[src/shared/sci_pkg.sv]
package sci_pkg;
	// Register addresses on the processor bus
	localparam logic [31:0] ADDR_FRAME_MODE = 32'hFFFFFE80;
	localparam logic [31:0] ADDR_BIT_RATE = 32'hFFFFFE82;
	localparam logic [31:0] ADDR_SERIAL_CTRL = 32'hFFFFFE84;
	localparam logic [31:0] ADDR_TX_HOLDING = 32'hFFFFFE86;
	localparam logic [31:0] ADDR_SERIAL_STATUS = 32'hFFFFFE88;
	localparam logic [31:0] ADDR_RX_HOLDING = 32'hFFFFFE8A;
	localparam logic [31:0] ADDR_PORT_PIN_DATA = 32'h04000136;
	localparam logic [31:0] ADDR_PORT_CONTROL = 32'h04000116;

	// Reset values
	localparam logic [7:0] RST_FRAME_MODE = 8'h00;
	localparam logic [7:0] RST_BIT_RATE = 8'hFF;
	localparam logic [7:0] RST_SERIAL_CTRL = 8'h00;
	localparam logic [7:0] RST_TX_HOLDING = 8'hFF;
	localparam logic [7:0] RST_SERIAL_STATUS = 8'h84;
	localparam logic [7:0] RST_RX_HOLDING = 8'h00;
	localparam logic [7:0] RST_PORT_PIN_DATA = 8'h00;
	localparam logic [15:0] RST_PORT_CONTROL = 16'hA888;

	// frame_mode fields
	localparam int FM_SYNC = 7;
	localparam int FM_CHR7 = 6;
	localparam int FM_PAR_EN = 5;
	localparam int FM_ODD = 4;
	localparam int FM_STOP2 = 3;
	localparam int FM_MP = 2;
	localparam int FM_CKS_HI = 1;
	localparam int FM_CKS_LO = 0;

	// serial_control fields
	localparam int CR_TXIE = 7;
	localparam int CR_RXIE = 6;
	localparam int CR_TXEN = 5;
	localparam int CR_RXEN = 4;
	localparam int CR_TEIE = 2;
	localparam int CR_CKE1 = 1;
	localparam int CR_CLOCK_ENABLE_BIT0 = 0;

	// serial_status fields
	localparam int ST_TX_EMPTY_FLAG = 7;
	localparam int ST_RDRF = 6;
	localparam int ST_ORER = 5;
	localparam int ST_FER = 4;
	localparam int ST_PER = 3;
	localparam int ST_TEND = 2;
	localparam int ST_MPB = 1;
	localparam int ST_MPBT = 0;

	// Port pin fields
	localparam int PD_SCK = 5;
	localparam int PD_SER = 4;
	localparam int PC_SCK_HI = 11;
	localparam int PC_SCK_LO = 10;
	localparam int PC_SER_HI = 9;
	localparam int PC_SER_LO = 8;
	localparam logic [1:0] PIN_MODE_OUT = 2'h1;

	// Timing: 16 ticks per bit, centre sample after 8
	localparam logic [3:0] PH_MID = 4'h7;
	localparam logic [3:0] PH_LAST = 4'hF;
	localparam logic [2:0] SCK_HALF = 3'h7;
	localparam logic [2:0] LAST_BIT8 = 3'h7;
	localparam logic [2:0] LAST_BIT7 = 3'h6;
	localparam logic [7:0] MASK8 = 8'hFF;
	localparam logic [7:0] MASK7 = 8'h7F;

	// Prescaler terminal counts for clock select 0..3
	localparam logic [5:0] PRESC_1 = 6'h00;
	localparam logic [5:0] PRESC_4 = 6'h03;
	localparam logic [5:0] PRESC_16 = 6'h0F;
	localparam logic [5:0] PRESC_64 = 6'h3F;

	localparam int DATA_W = 8;
	localparam int BUS_W = 16;
	localparam int RX_FIFO_DEPTH = 16;

	typedef enum logic [2:0] {TX_IDLE, TX_START, TX_DATA, TX_PAR, TX_STOP1, TX_STOP2, TX_SYNC} sci_tx_st_t;
	typedef enum logic [2:0] {RX_IDLE, RX_START, RX_DATA, RX_PAR, RX_STOP, RX_SYNC} sci_rx_st_t;
endpackage

[src/sci_top.sv]
`timescale 1ns/1ps

// Plain synchronous FIFO, one word in and out per cycle
module sci_fifo #(
	parameter int WIDTH = 8,
	parameter int DEPTH = 16
) (
	input wire logic clk_i,
	input wire logic sys_rst_i,
	input wire logic clk_en_i,
	input wire logic in_valid_i,
	output logic in_ready_o,
	input wire logic [WIDTH-1:0] in_data_i,
	output logic out_valid_o,
	input wire logic out_ready_i,
	output logic [WIDTH-1:0] out_data_o
);
	localparam int AW = $clog2(DEPTH);
	logic [WIDTH-1:0] mem [DEPTH]; // Word storage
	logic [AW-1:0] wr_ptr_ff; // Next slot to fill
	logic [AW-1:0] rd_ptr_ff; // Oldest word
	logic [AW:0] count_ff; // Words held
	logic push;
	logic pop;

	assign in_ready_o = (count_ff != (AW+1)'(DEPTH));
	assign out_valid_o = (count_ff != '0);
	assign push = in_valid_i & in_ready_o;
	assign pop = out_valid_o & out_ready_i;
	assign out_data_o = mem[rd_ptr_ff];

	// Storage array, no reset needed
	always_ff @(posedge clk_i) begin
		if (clk_en_i && push) begin
			mem[wr_ptr_ff] <= in_data_i;
		end
	end

	// Pointers and fill count
	always_ff @(posedge clk_i or posedge sys_rst_i) begin
		if (sys_rst_i) begin
			wr_ptr_ff <= '0;
			rd_ptr_ff <= '0;
			count_ff <= '0;
		end else if (clk_en_i) begin
			if (push) begin
				wr_ptr_ff <= wr_ptr_ff + 1'b1;
			end
			if (pop) begin
				rd_ptr_ff <= rd_ptr_ff + 1'b1;
			end
			count_ff <= count_ff + (AW+1)'(push) - (AW+1)'(pop);
		end
	end
endmodule

module sci_top (
	input wire logic clk_i,
	input wire logic sys_rst_i,
	input wire logic clk_en_i,
	input wire logic [31:0] bus_addr_i,
	input wire logic bus_wr_i,
	input wire logic bus_rd_i,
	input wire logic [sci_pkg::BUS_W-1:0] bus_wdata_i,
	output logic [sci_pkg::BUS_W-1:0] bus_rdata_o,
	input wire logic serial_in_pin_i,
	output logic serial_out_pin_o,
	output logic serial_out_oe_o,
	input wire logic serial_clock_pin_i,
	output logic serial_clock_pin_o,
	output logic serial_clock_oe_o,
	output logic irq_tx_empty_o,
	output logic irq_tx_end_o,
	output logic irq_rx_full_o,
	output logic irq_rx_err_o
);
	import sci_pkg::*;

	// Software-visible registers
	logic [7:0] frame_mode_ff;
	logic [7:0] bit_rate_divisor_ff;
	logic [7:0] serial_control_ff;
	logic [7:0] tx_holding_ff;
	logic [7:0] rx_holding_ff;
	logic [7:0] port_pin_data_ff;
	logic [15:0] port_control_ff;
	logic tx_empty_flag_ff, rdrf_ff, orer_ff, fer_ff, per_ff, tend_ff, mpb_ff, mpbt_ff;

	// Decoded controls
	logic sync_mode, chr7, par_en, mp_en, tx_en, rx_en, ext_clk;
	logic [2:0] last_bit;
	logic [7:0] data_mask;
	assign sync_mode = frame_mode_ff[FM_SYNC];
	assign chr7 = frame_mode_ff[FM_CHR7] & ~sync_mode;
	assign par_en = frame_mode_ff[FM_PAR_EN] & ~frame_mode_ff[FM_MP] & ~sync_mode;
	assign mp_en = frame_mode_ff[FM_MP] & ~sync_mode;
	assign tx_en = serial_control_ff[CR_TXEN];
	assign rx_en = serial_control_ff[CR_RXEN];
	assign ext_clk = serial_control_ff[CR_CKE1];
	assign last_bit = chr7 ? LAST_BIT7 : LAST_BIT8;
	assign data_mask = chr7 ? MASK7 : MASK8;

	// Bus decode
	logic st_wr;
	assign st_wr = bus_wr_i & (bus_addr_i == ADDR_SERIAL_STATUS);

	// Pin synchronisers, first stage read only by the second
	logic rx_s1_ff, rx_s2_ff, sck_s1_ff, sck_s2_ff;
	always_ff @(posedge clk_i or posedge sys_rst_i) begin
		if (sys_rst_i) begin
			rx_s1_ff <= 1'b1;
			rx_s2_ff <= 1'b1;
			sck_s1_ff <= 1'b1;
			sck_s2_ff <= 1'b1;
		end else if (clk_en_i) begin
			rx_s1_ff <= serial_in_pin_i;
			rx_s2_ff <= rx_s1_ff;
			sck_s1_ff <= serial_clock_pin_i;
			sck_s2_ff <= sck_s1_ff;
		end
	end

	// Baud generator: prescaler then divisor, one tick per terminal count
	logic [5:0] presc_ff;
	logic [7:0] div_ff;
	logic [5:0] presc_max;
	logic presc_end, brg_tick;
	always_comb begin
		unique case (frame_mode_ff[FM_CKS_HI:FM_CKS_LO])
			2'h0: presc_max = PRESC_1;
			2'h1: presc_max = PRESC_4;
			2'h2: presc_max = PRESC_16;
			2'h3: presc_max = PRESC_64;
		endcase
	end
	assign presc_end = (presc_ff >= presc_max);
	assign brg_tick = presc_end & (div_ff >= bit_rate_divisor_ff);
	always_ff @(posedge clk_i or posedge sys_rst_i) begin
		if (sys_rst_i) begin
			presc_ff <= '0;
			div_ff <= '0;
		end else if (clk_en_i) begin
			presc_ff <= presc_end ? '0 : presc_ff + 1'b1;
			if (presc_end) begin
				div_ff <= brg_tick ? '0 : div_ff + 1'b1;
			end
		end
	end

	// Serial clock: internal divider or synchronised pin, with edge detect
	logic sck_int_ff, sck_prev_ff, sck_run, sck_src, sck_rise, sck_fall, tick;
	logic [2:0] sck_ph_ff;
	sci_tx_st_t tx_st_ff;
	sci_rx_st_t rx_st_ff;
	// Internal clock toggles in sync mode while in TX_SYNC or RX_SYNC, and in async mode while CR_CLOCK_ENABLE_BIT0 is set
	assign sck_run = ~ext_clk & (sync_mode ? (tx_st_ff == TX_SYNC || rx_st_ff == RX_SYNC)
		: serial_control_ff[CR_CLOCK_ENABLE_BIT0]);
	assign sck_src = ext_clk ? sck_s2_ff : sck_int_ff;
	assign sck_rise = sck_src & ~sck_prev_ff;
	assign sck_fall = ~sck_src & sck_prev_ff;
	assign tick = ext_clk ? sck_rise : brg_tick; // External clock is 16x bit rate in async
	always_ff @(posedge clk_i or posedge sys_rst_i) begin
		if (sys_rst_i) begin
			sck_int_ff <= 1'b1;
			sck_ph_ff <= '0;
			sck_prev_ff <= 1'b1;
		end else if (clk_en_i) begin
			sck_prev_ff <= sck_src;
			if (!sck_run) begin
				sck_int_ff <= 1'b1; // Idle high
				sck_ph_ff <= '0;
			end else if (brg_tick) begin
				sck_ph_ff <= sck_ph_ff + 1'b1;
				if (sck_ph_ff == SCK_HALF) begin
					sck_int_ff <= ~sck_int_ff;
				end
			end
		end
	end

	// Transmitter
	logic [7:0] tx_shift_ff;
	logic [2:0] tx_bits_ff;
	logic [3:0] tx_ph_ff;
	logic tx_out_ff, tx_par_ff, tx_done_ff, tx_load, tx_bit_end;
	assign tx_load = (tx_st_ff == TX_IDLE) & tx_en & ~tx_empty_flag_ff;
	assign tx_bit_end = tick & (tx_ph_ff == PH_LAST);
	always_ff @(posedge clk_i or posedge sys_rst_i) begin
		if (sys_rst_i) begin
			tx_st_ff <= TX_IDLE;
			tx_shift_ff <= '0;
			tx_bits_ff <= '0;
			tx_ph_ff <= '0;
			tx_out_ff <= 1'b1;
			tx_par_ff <= 1'b0;
			tx_done_ff <= 1'b0;
		end else if (clk_en_i) begin
			tx_done_ff <= 1'b0;
			if (tick) begin
				tx_ph_ff <= tx_ph_ff + 1'b1;
			end
			if (!tx_en) begin
				tx_st_ff <= TX_IDLE; // Disable aborts the frame
				tx_out_ff <= 1'b1;
			end else begin
				unique case (tx_st_ff)
					TX_IDLE: begin
						tx_out_ff <= 1'b1;
						if (tx_load) begin
							tx_shift_ff <= tx_holding_ff;
							tx_bits_ff <= '0;
							tx_ph_ff <= '0;
							tx_par_ff <= (^(tx_holding_ff & data_mask)) ^ frame_mode_ff[FM_ODD];
							if (sync_mode) begin
								tx_st_ff <= TX_SYNC;
								tx_out_ff <= tx_holding_ff[0];
							end else begin
								tx_st_ff <= TX_START;
								tx_out_ff <= 1'b0;
							end
						end
					end
					TX_START: if (tx_bit_end) begin
						tx_st_ff <= TX_DATA;
						tx_out_ff <= tx_shift_ff[0];
					end
					TX_DATA: if (tx_bit_end) begin
						if (tx_bits_ff == last_bit) begin
							if (par_en || mp_en) begin
								tx_st_ff <= TX_PAR;
								tx_out_ff <= mp_en ? mpbt_ff : tx_par_ff;
							end else begin
								tx_st_ff <= TX_STOP1;
								tx_out_ff <= 1'b1;
							end
						end else begin
							tx_shift_ff <= tx_shift_ff >> 1;
							tx_bits_ff <= tx_bits_ff + 1'b1;
							tx_out_ff <= tx_shift_ff[1];
						end
					end
					TX_PAR: if (tx_bit_end) begin
						tx_st_ff <= TX_STOP1;
						tx_out_ff <= 1'b1;
					end
					TX_STOP1: if (tx_bit_end) begin
						tx_st_ff <= frame_mode_ff[FM_STOP2] ? TX_STOP2 : TX_IDLE;
						tx_done_ff <= ~frame_mode_ff[FM_STOP2];
					end
					TX_STOP2: if (tx_bit_end) begin
						tx_st_ff <= TX_IDLE;
						tx_done_ff <= 1'b1;
					end
					TX_SYNC: begin
						// Data changes on falling edge, partner samples on rising; bit 0 waits for first rise
						if (sck_rise && tx_bits_ff == LAST_BIT8) begin
							tx_st_ff <= TX_IDLE;
							tx_done_ff <= 1'b1;
						end else if (sck_rise) begin
							tx_bits_ff <= tx_bits_ff + 1'b1;
						end else if (sck_fall && tx_bits_ff != '0) begin
							tx_shift_ff <= tx_shift_ff >> 1;
							tx_out_ff <= tx_shift_ff[1];
						end
					end
				endcase
			end
		end
	end

	// Receiver, independent of the transmitter
	logic [7:0] rx_shift_ff, rx_word_ff;
	logic [2:0] rx_bits_ff;
	logic [3:0] rx_ph_ff;
	logic rx_par_ff, rx_push_ff, rx_fer_ff, rx_per_ff, rx_bit_end;
	logic fifo_in_ready, fifo_out_valid;
	logic [7:0] fifo_out_data;
	assign rx_bit_end = tick & (rx_ph_ff == PH_LAST);
	always_ff @(posedge clk_i or posedge sys_rst_i) begin
		if (sys_rst_i) begin
			rx_st_ff <= RX_IDLE;
			rx_shift_ff <= '0;
			rx_word_ff <= '0;
			rx_bits_ff <= '0;
			rx_ph_ff <= '0;
			rx_par_ff <= 1'b0;
			rx_push_ff <= 1'b0;
			rx_fer_ff <= 1'b0;
			rx_per_ff <= 1'b0;
		end else if (clk_en_i) begin
			rx_push_ff <= 1'b0;
			rx_fer_ff <= 1'b0;
			rx_per_ff <= 1'b0;
			if (tick) begin
				rx_ph_ff <= rx_ph_ff + 1'b1;
			end
			if (!rx_en) begin
				rx_st_ff <= RX_IDLE;
			end else begin
				unique case (rx_st_ff)
					RX_IDLE: begin
						rx_ph_ff <= '0;
						rx_bits_ff <= '0;
						if (sync_mode) begin
							rx_st_ff <= RX_SYNC;
						end else if (!rx_s2_ff) begin
							rx_st_ff <= RX_START;
						end
					end
					RX_START: if (tick && rx_ph_ff == PH_MID) begin
						// Recheck at start-bit centre to reject glitches
						rx_st_ff <= rx_s2_ff ? RX_IDLE : RX_DATA;
						rx_ph_ff <= '0;
					end
					RX_DATA: if (rx_bit_end) begin
						rx_shift_ff <= {rx_s2_ff, rx_shift_ff[7:1]};
						rx_bits_ff <= rx_bits_ff + 1'b1;
						if (rx_bits_ff == last_bit) begin
							rx_st_ff <= (par_en || mp_en) ? RX_PAR : RX_STOP;
						end
					end
					RX_PAR: if (rx_bit_end) begin
						rx_par_ff <= rx_s2_ff;
						rx_st_ff <= RX_STOP;
					end
					RX_STOP: if (rx_bit_end) begin
						// Only the first stop bit is checked
						rx_word_ff <= chr7 ? {1'b0, rx_shift_ff[7:1]} : rx_shift_ff;
						rx_push_ff <= 1'b1;
						rx_fer_ff <= ~rx_s2_ff;
						rx_per_ff <= par_en & ((^{rx_shift_ff[7:1], rx_shift_ff[0] & ~chr7}) ^ rx_par_ff
							^ frame_mode_ff[FM_ODD]);
						rx_st_ff <= RX_IDLE;
					end
					RX_SYNC: if (sck_rise) begin
						rx_shift_ff <= {rx_s2_ff, rx_shift_ff[7:1]};
						rx_bits_ff <= rx_bits_ff + 1'b1;
						if (rx_bits_ff == LAST_BIT8) begin
							rx_word_ff <= {rx_s2_ff, rx_shift_ff[7:1]};
							rx_push_ff <= 1'b1;
							rx_st_ff <= sync_mode ? RX_SYNC : RX_IDLE;
						end
					end
				endcase
			end
		end
	end

	// Receive FIFO between shifter and holding register; holding drains it
	logic rx_load;
	assign rx_load = fifo_out_valid & ~rdrf_ff;
	sci_fifo #(
		.WIDTH(DATA_W),
		.DEPTH(RX_FIFO_DEPTH)
	) u_rx_fifo (
		.clk_i(clk_i),
		.sys_rst_i(sys_rst_i),
		.clk_en_i(clk_en_i),
		.in_valid_i(rx_push_ff),
		.in_ready_o(fifo_in_ready),
		.in_data_i(rx_word_ff),
		.out_valid_o(fifo_out_valid),
		.out_ready_i(~rdrf_ff),
		.out_data_o(fifo_out_data)
	);

	// Status flags: hardware set wins over a software zero-write
	always_ff @(posedge clk_i or posedge sys_rst_i) begin
		if (sys_rst_i) begin
			{tx_empty_flag_ff, rdrf_ff, orer_ff, fer_ff, per_ff, tend_ff, mpb_ff, mpbt_ff} <= RST_SERIAL_STATUS;
		end else if (clk_en_i) begin
			if (tx_load) begin
				tx_empty_flag_ff <= 1'b1;
			end else if (st_wr && !bus_wdata_i[ST_TX_EMPTY_FLAG]) begin
				tx_empty_flag_ff <= 1'b0;
			end
			if (tx_done_ff && tx_empty_flag_ff) begin
				tend_ff <= 1'b1;
			end else if (tx_load || (st_wr && !bus_wdata_i[ST_TX_EMPTY_FLAG])) begin
				tend_ff <= 1'b0;
			end
			if (rx_load) begin
				rdrf_ff <= 1'b1;
			end else if (st_wr && !bus_wdata_i[ST_RDRF]) begin
				rdrf_ff <= 1'b0;
			end
			if (rx_push_ff && !fifo_in_ready) begin
				orer_ff <= 1'b1;
			end else if (st_wr && !bus_wdata_i[ST_ORER]) begin
				orer_ff <= 1'b0;
			end
			if (rx_fer_ff) begin
				fer_ff <= 1'b1;
			end else if (st_wr && !bus_wdata_i[ST_FER]) begin
				fer_ff <= 1'b0;
			end
			if (rx_per_ff) begin
				per_ff <= 1'b1;
			end else if (st_wr && !bus_wdata_i[ST_PER]) begin
				per_ff <= 1'b0;
			end
			if (rx_push_ff && mp_en) begin
				mpb_ff <= rx_par_ff;
			end
			if (st_wr) begin
				mpbt_ff <= bus_wdata_i[ST_MPBT];
			end
		end
	end

	// Holding register for received bytes
	always_ff @(posedge clk_i or posedge sys_rst_i) begin
		if (sys_rst_i) begin
			rx_holding_ff <= RST_RX_HOLDING;
		end else if (clk_en_i && rx_load) begin
			rx_holding_ff <= fifo_out_data;
		end
	end

	// Register writes
	always_ff @(posedge clk_i or posedge sys_rst_i) begin
		if (sys_rst_i) begin
			frame_mode_ff <= RST_FRAME_MODE;
			bit_rate_divisor_ff <= RST_BIT_RATE;
			serial_control_ff <= RST_SERIAL_CTRL;
			tx_holding_ff <= RST_TX_HOLDING;
			port_pin_data_ff <= RST_PORT_PIN_DATA;
			port_control_ff <= RST_PORT_CONTROL;
		end else if (clk_en_i && bus_wr_i) begin
			unique case (bus_addr_i)
				ADDR_FRAME_MODE: frame_mode_ff <= bus_wdata_i[7:0];
				ADDR_BIT_RATE: bit_rate_divisor_ff <= bus_wdata_i[7:0];
				ADDR_SERIAL_CTRL: serial_control_ff <= bus_wdata_i[7:0];
				ADDR_TX_HOLDING: tx_holding_ff <= bus_wdata_i[7:0];
				ADDR_PORT_PIN_DATA: port_pin_data_ff <= bus_wdata_i[7:0];
				ADDR_PORT_CONTROL: port_control_ff <= bus_wdata_i;
				default: ;
			endcase
		end
	end

	// Register reads, one cycle latency, unmapped reads zero
	always_ff @(posedge clk_i or posedge sys_rst_i) begin
		if (sys_rst_i) begin
			bus_rdata_o <= '0;
		end else if (clk_en_i && bus_rd_i) begin
			unique case (bus_addr_i)
				ADDR_FRAME_MODE: bus_rdata_o <= {8'h00, frame_mode_ff};
				ADDR_BIT_RATE: bus_rdata_o <= {8'h00, bit_rate_divisor_ff};
				ADDR_SERIAL_CTRL: bus_rdata_o <= {8'h00, serial_control_ff};
				ADDR_TX_HOLDING: bus_rdata_o <= {8'h00, tx_holding_ff};
				ADDR_SERIAL_STATUS: bus_rdata_o <= {8'h00, tx_empty_flag_ff, rdrf_ff, orer_ff, fer_ff, per_ff,
					tend_ff, mpb_ff, mpbt_ff};
				ADDR_RX_HOLDING: bus_rdata_o <= {8'h00, rx_holding_ff};
				// Pin levels replace stored bits so software sees a break
				ADDR_PORT_PIN_DATA: bus_rdata_o <= {8'h00, port_pin_data_ff[7:6], sck_s2_ff, rx_s2_ff,
					port_pin_data_ff[3:0]};
				ADDR_PORT_CONTROL: bus_rdata_o <= port_control_ff;
				default: bus_rdata_o <= '0;
			endcase
		end
	end

	// Pin multiplexing: serial function only when enabled, else general port
	logic sck_serial;
	assign sck_serial = ~ext_clk & (sync_mode ? (tx_en | rx_en) : serial_control_ff[CR_CLOCK_ENABLE_BIT0]);
	always_ff @(posedge clk_i or posedge sys_rst_i) begin
		if (sys_rst_i) begin
			serial_out_pin_o <= 1'b1;
			serial_out_oe_o <= 1'b0;
			serial_clock_pin_o <= 1'b1;
			serial_clock_oe_o <= 1'b0;
		end else if (clk_en_i) begin
			// Transmit disabled: port bit drives the line when its pin mode is output, a low is a break
			serial_out_pin_o <= tx_en ? tx_out_ff : port_pin_data_ff[PD_SER];
			serial_out_oe_o <= tx_en | (port_control_ff[PC_SER_HI:PC_SER_LO] == PIN_MODE_OUT);
			serial_clock_pin_o <= sck_serial ? sck_int_ff : port_pin_data_ff[PD_SCK];
			serial_clock_oe_o <= sck_serial
				| (~ext_clk & (port_control_ff[PC_SCK_HI:PC_SCK_LO] == PIN_MODE_OUT));
		end
	end

	// Four interrupt requests, each gated by its enable
	assign irq_tx_empty_o = serial_control_ff[CR_TXIE] & tx_empty_flag_ff;
	assign irq_tx_end_o = serial_control_ff[CR_TEIE] & tend_ff;
	assign irq_rx_full_o = serial_control_ff[CR_RXIE] & rdrf_ff;
	assign irq_rx_err_o = serial_control_ff[CR_RXIE] & (orer_ff | fer_ff | per_ff);
endmodule

[config.mk]
export PLATFORM = sky130hd
export DESIGN_NAME = sci_top
export DESIGN_NICKNAME = d
export VERILOG_FILES = /design/src/shared/sci_pkg.sv /design/src/sci_top.sv
export SDC_FILE = /design/constraint.sdc
export NUM_CORES = 1
export LEC_CHECK = 0
export BUFFER_PORTS_ARGS = -buffer_cell sky130_fd_sc_hd__buf_2
export CORE_ASPECT_RATIO = 0.6
export CORE_MARGIN = 4
export CORE_UTILIZATION = 42
export DETAILED_ROUTE_END_ITERATION = 10
export SLEW_MARGIN = 10
export SYNTH_ARGS = -nofsm -noshare
export SYNTH_HDL_FRONTEND = slang
export SYNTH_SLANG_ARGS = --single-unit
[constraint.sdc]
create_clock -name clk_i -period 6.9 [get_ports clk_i]
set_input_delay 0.69 -clock clk_i [delete_from_list [all_inputs] [get_ports clk_i]]
set_output_delay 0.69 -clock clk_i [all_outputs]
set_load 0.03 [all_outputs]
==> reports/results.txt <==
area delta synth->final -> 12.5%
Switching Share -> 0.257
Power Total -> 4210 uW
xor/xnor cell area share of the yosys netlist -> 0.0224
CTS Hold Bufs -> 0
post-CTS setup buffer count -> 0
wire length on met1 -> 18.0 mm
metal2 WL -> 13.1 mm
post-synthesis compound-gate area fraction -> 0.0889
Static Leak -> 0.00651 uW
Comb power frac -> 0.123
Final Wtd Congestion -> 0.840
final hold slack -> 0.251 ns
critical-path maximum fanout -> 11
R2R Setup Slk -> 3.40 ns
crit path launch type -> flop
fin crit period -> 3.50 ns
vias in the first global route -> 8968
EDFF count, synth -> 128
synth unique cells -> 72
Top Layer Used -> met4
Slew @ Worst Pin -> 0.979 ns
Mean Syn Cell Area -> 13.1 um^2
# diodes -> 0
Via density -> 5.66
Tightest Hold Check Type -> in2async
via count -> 9413
post_cts resized -> 0
Initial Utilization -> 0.428
Sequential Power Share -> 0.503
std cell rows -> 52
slew margin rel. -> 0.342
Clk Latency, worst-skew pair -> 0.58 ns
final critical-path share of the clock period -> 0.507
CTS root buf -> clkbuf_16
largest net degree at the start of global routing -> 121
Clk pin slew, worst setup/hold paths -> 0.07 ns
Worst Setup SP -> frame_mode_ff[1]$_DFFE_PP0P_
P per Cell Area -> 258 mW/mm^2
CTS Buf Count -> 30
Setup CP Type -> reg2reg
metal3 WL -> 2.95 mm
outcome -> completed
CP endpoint kind -> flop
Async SR Flop Fraction -> 0.583
DRT Wirelength -> 34.6 mm
maximum VDD drop -> 0.275 mV
Setup crit end -> rx_shift_ff[6]$_DFFE_PP0P_
reg-to-reg endpoint -> rx_shift_ff[6]$_DFFE_PP0P_
Yosys warnings -> 0
TritonCTS clock tree -> built
Max Clk Rate -> 286 MHz
CTS Buffer Depth -> 3
Seq cells post-synth -> 307
syn nets -> 1200
R2R cell count -> 9
pre-CTS WS -> 3.24 ns
Synth Area in Adders -> 0.0325
Fillers -> 2938
GRT Overall Usage -> 0.183
Internal Dissipation -> 3120 uW
mux cell area share after synthesis -> 0.146
number of buffers added on ports -> 78
R2R Path Start -> frame_mode_ff[1]$_DFFE_PP0P_
Initial DRC Count -> 866
die height -> 152 um
RSZ-0062 raised after global routing -> false
detailed placer's ending HPWL -> 24.5 mm
DRC viols -> 0
fin util -> 0.481
net switching power -> 1080 uW
layout cells sized above 1 -> 0.264
wire per inst -> 20.8 um
H-Tree Depth -> 1
final hold violation count -> 0
initial antenna violation count -> 0
Top FF cell, synth -> dfrtp_1
MaxCap Viol Count -> 0
antenna viol nets, final -> 0
WP data required -> 7.34 ns
GR Overflow Total -> 0
Syn Inst Count -> 1108
post-synthesis sequential area ratio -> 0.577
simple-gate share of the synthesized area -> 0.110
Horiz. Die Dim -> 248 um
first-pass GRT wire length -> 53.9 mm
Max Slew Vio Count -> 0
Sink Count -> 307
arrival time worst endpoint -> 3.94 ns
setup ws final -> 3.40 ns
IO Count -> 79
main combinational cell family by area after synthesis -> multiplexers
Clock power frac -> 0.373
endpoints failing setup -> 0
Pre-Repair DR Iteration Count -> 5
Clock Skew -> 0.0272 ns
core region area -> 0.0339 mm^2
mapped cell area -> 0.0145 mm^2
Fin Setup TNS -> 0 ns
DIE AREA -> 0.0376 mm^2
final-stage net count -> 1272
==> per-layer routing <==
| metal | vias up | GRT usage |
|---|---|---|
| met2 | 340 | 0.231 |
| met3 | 34 | 0.0477 |
| met1 | 4741 | 0.312 |
| met5 | - | 0 |
| li1 | 4298 | - |
| met4 | 0 | 0.0303 |
==> flip-flops by register name, summed over array words and instances, names as in the netlist, 3 cells and up <==
signal / flops
frame_mode_ff: 8
rx_shift_ff: 8
rx_ph_ff: 4
tx_shift_ff: 8
serial_control_ff: 8
sck_ph_ff: 3
rx_bits_ff: 3
tx_st_ff: 3
presc_ff: 6
u_rx_fifo.wr_ptr_ff: 4
div_ff: 8
bus_rdata_o: 16
rx_st_ff: 3
u_rx_fifo.rd_ptr_ff: 4
u_rx_fifo.mem: 128
tx_ph_ff: 4
port_control_ff: 16
tx_bits_ff: 3
tx_holding_ff: 8
bit_rate_divisor_ff: 8
port_pin_data_ff: 8
rx_holding_ff: 8
u_rx_fifo.count_ff: 5
rx_word_ff: 8
==> cells in the final DEF (no fill, tap or decap), types with 9 or more instances in the layout <==
cell type  instances
a22o_1            15
inv_1             37
and3_1            11
ha_1              36
nor2b_1            9
nand4_1           12
edfxtp_1         128
mux4_2            40
a21oi_1           31
buf_2             78
and2_1            18
nor3_1            12
nor2_1            64
clkbuf_16         31
dfstp_2           32
nand2_1           93
buf_4             10
dfrtp_1          145
mux2i_1           14
nand3_1           25
nand2b_1          23
nor4_1            10
o21ai_0           42
mux2_2            88
xnor2_1           30
==> Yosys cell counts (all sizes together), types with 12 or more instances <==
| cell | n | area share |
|---|---|---|
| inv | 38 | 0.0098 |
| clkbuf | 31 | 0.0080 |
| mux4 | 40 | 0.062 |
| edfxtp | 128 | 0.27 |
| and2 | 19 | 0.0082 |
| nor3 | 13 | 0.0048 |
| nor4 | 17 | 0.012 |
| nand2 | 94 | 0.025 |
| mux2 | 96 | 0.075 |
| xnor2 | 30 | 0.018 |
| ha | 36 | 0.031 |
| mux2i | 14 | 0.0097 |
| nor2 | 64 | 0.017 |
| nand4 | 12 | 0.0052 |
| dfstp | 32 | 0.058 |
| buf | 17 | 0.0051 |
| dfrtp | 147 | 0.25 |
| a21oi | 31 | 0.011 |
| nand2b | 23 | 0.0099 |
| a22o | 15 | 0.0091 |
| o21ai | 48 | 0.017 |
| nand3 | 25 | 0.0086 |
==> critical path, cell delays in order (launching register included) <==
cell and delay, ns:
dfrtp_1 0.43, or2_2 0.34, ha_1 0.28, nand2b_1 0.09
a31oi_1 0.12, o211a_2 0.32, nor4_4 0.47, nand3_1 0.12
a21oi_1 0.77, mux2_2 0.42
==> area by class of cell <==
| cell class | instances | area, um^2 | area share |
|---|---|---|---|
| Clock buffer | 43 | 868 | 0.0533 |
| Clock inverter | 12 | 78.8 | 0.00484 |
| Inverter | 38 | 150 | 0.00921 |
| Multi-Input combinational cell | 715 | 5800 | 0.356 |
| Sequential cell | 307 | 8370 | 0.513 |
| Tap cell | 459 | 574 | 0.0352 |
| Timing Repair Buffer | 88 | 465 | 0.0286 |
==> worst min-delay path by stage <==
stage,to,slack (ns),cells past startpoint,startpoint
6_report,u_rx_fifo.rd_ptr_ff[2]$_DFFE_PP0P_,0.25,2,sys_rst_i
5_1_grt,u_rx_fifo.rd_ptr_ff[2]$_DFFE_PP0P_,0.32,2,sys_rst_i
4_1_cts,port_control_ff[9]$_DFFE_PP0P_,0.29,3,bus_wdata_i[9]
3_5_place_dp,rx_fer_ff$_DFFE_PP0P_,0.48,2,rx_fer_ff$_DFFE_PP0P_
3_3_place_gp,bus_rdata_o[14]$_DFFE_PP0P_,0.47,1,port_control_ff[14]$_DFFE_PP0P_
2_1_floorplan,fer_ff$_DFFE_PP0P_,0.44,2,rx_fer_ff$_DFFE_PP0P_
==> power groups by stage <==
stage                     Sequential (uW)  Combinational [uW]  Clock, uW
after global routing                 2130                 581       1690
after CTS                            2120                 526       1610
after floorplan                      2060                 476          0
final                                2120                 519       1570
after detailed placement             2150                 523          0
after global placement               2150                 518          0
==> metrics by stage <==
step                      instances  area [um^2]
after detailed placement       1607        15400
after CTS                      1662        16300
after floorplan                1108        14500
after global placement         1607        15400
after global routing           1662        16300
final                          1662        16300
==> cells by family after synthesis <==
| family | after synthesis |
|---|---|
| adder cells (fa/ha/maj) | 37 |
| multiplexers | 150 |
| AO/OA/AOI/OAI | 182 |
| XOR/XNOR | 37 |
| buffers and inverters | 86 |
| AND/OR/NAND/NOR | 309 |
| flip-flops | 307 |
(Power assumes the default switching activity.)
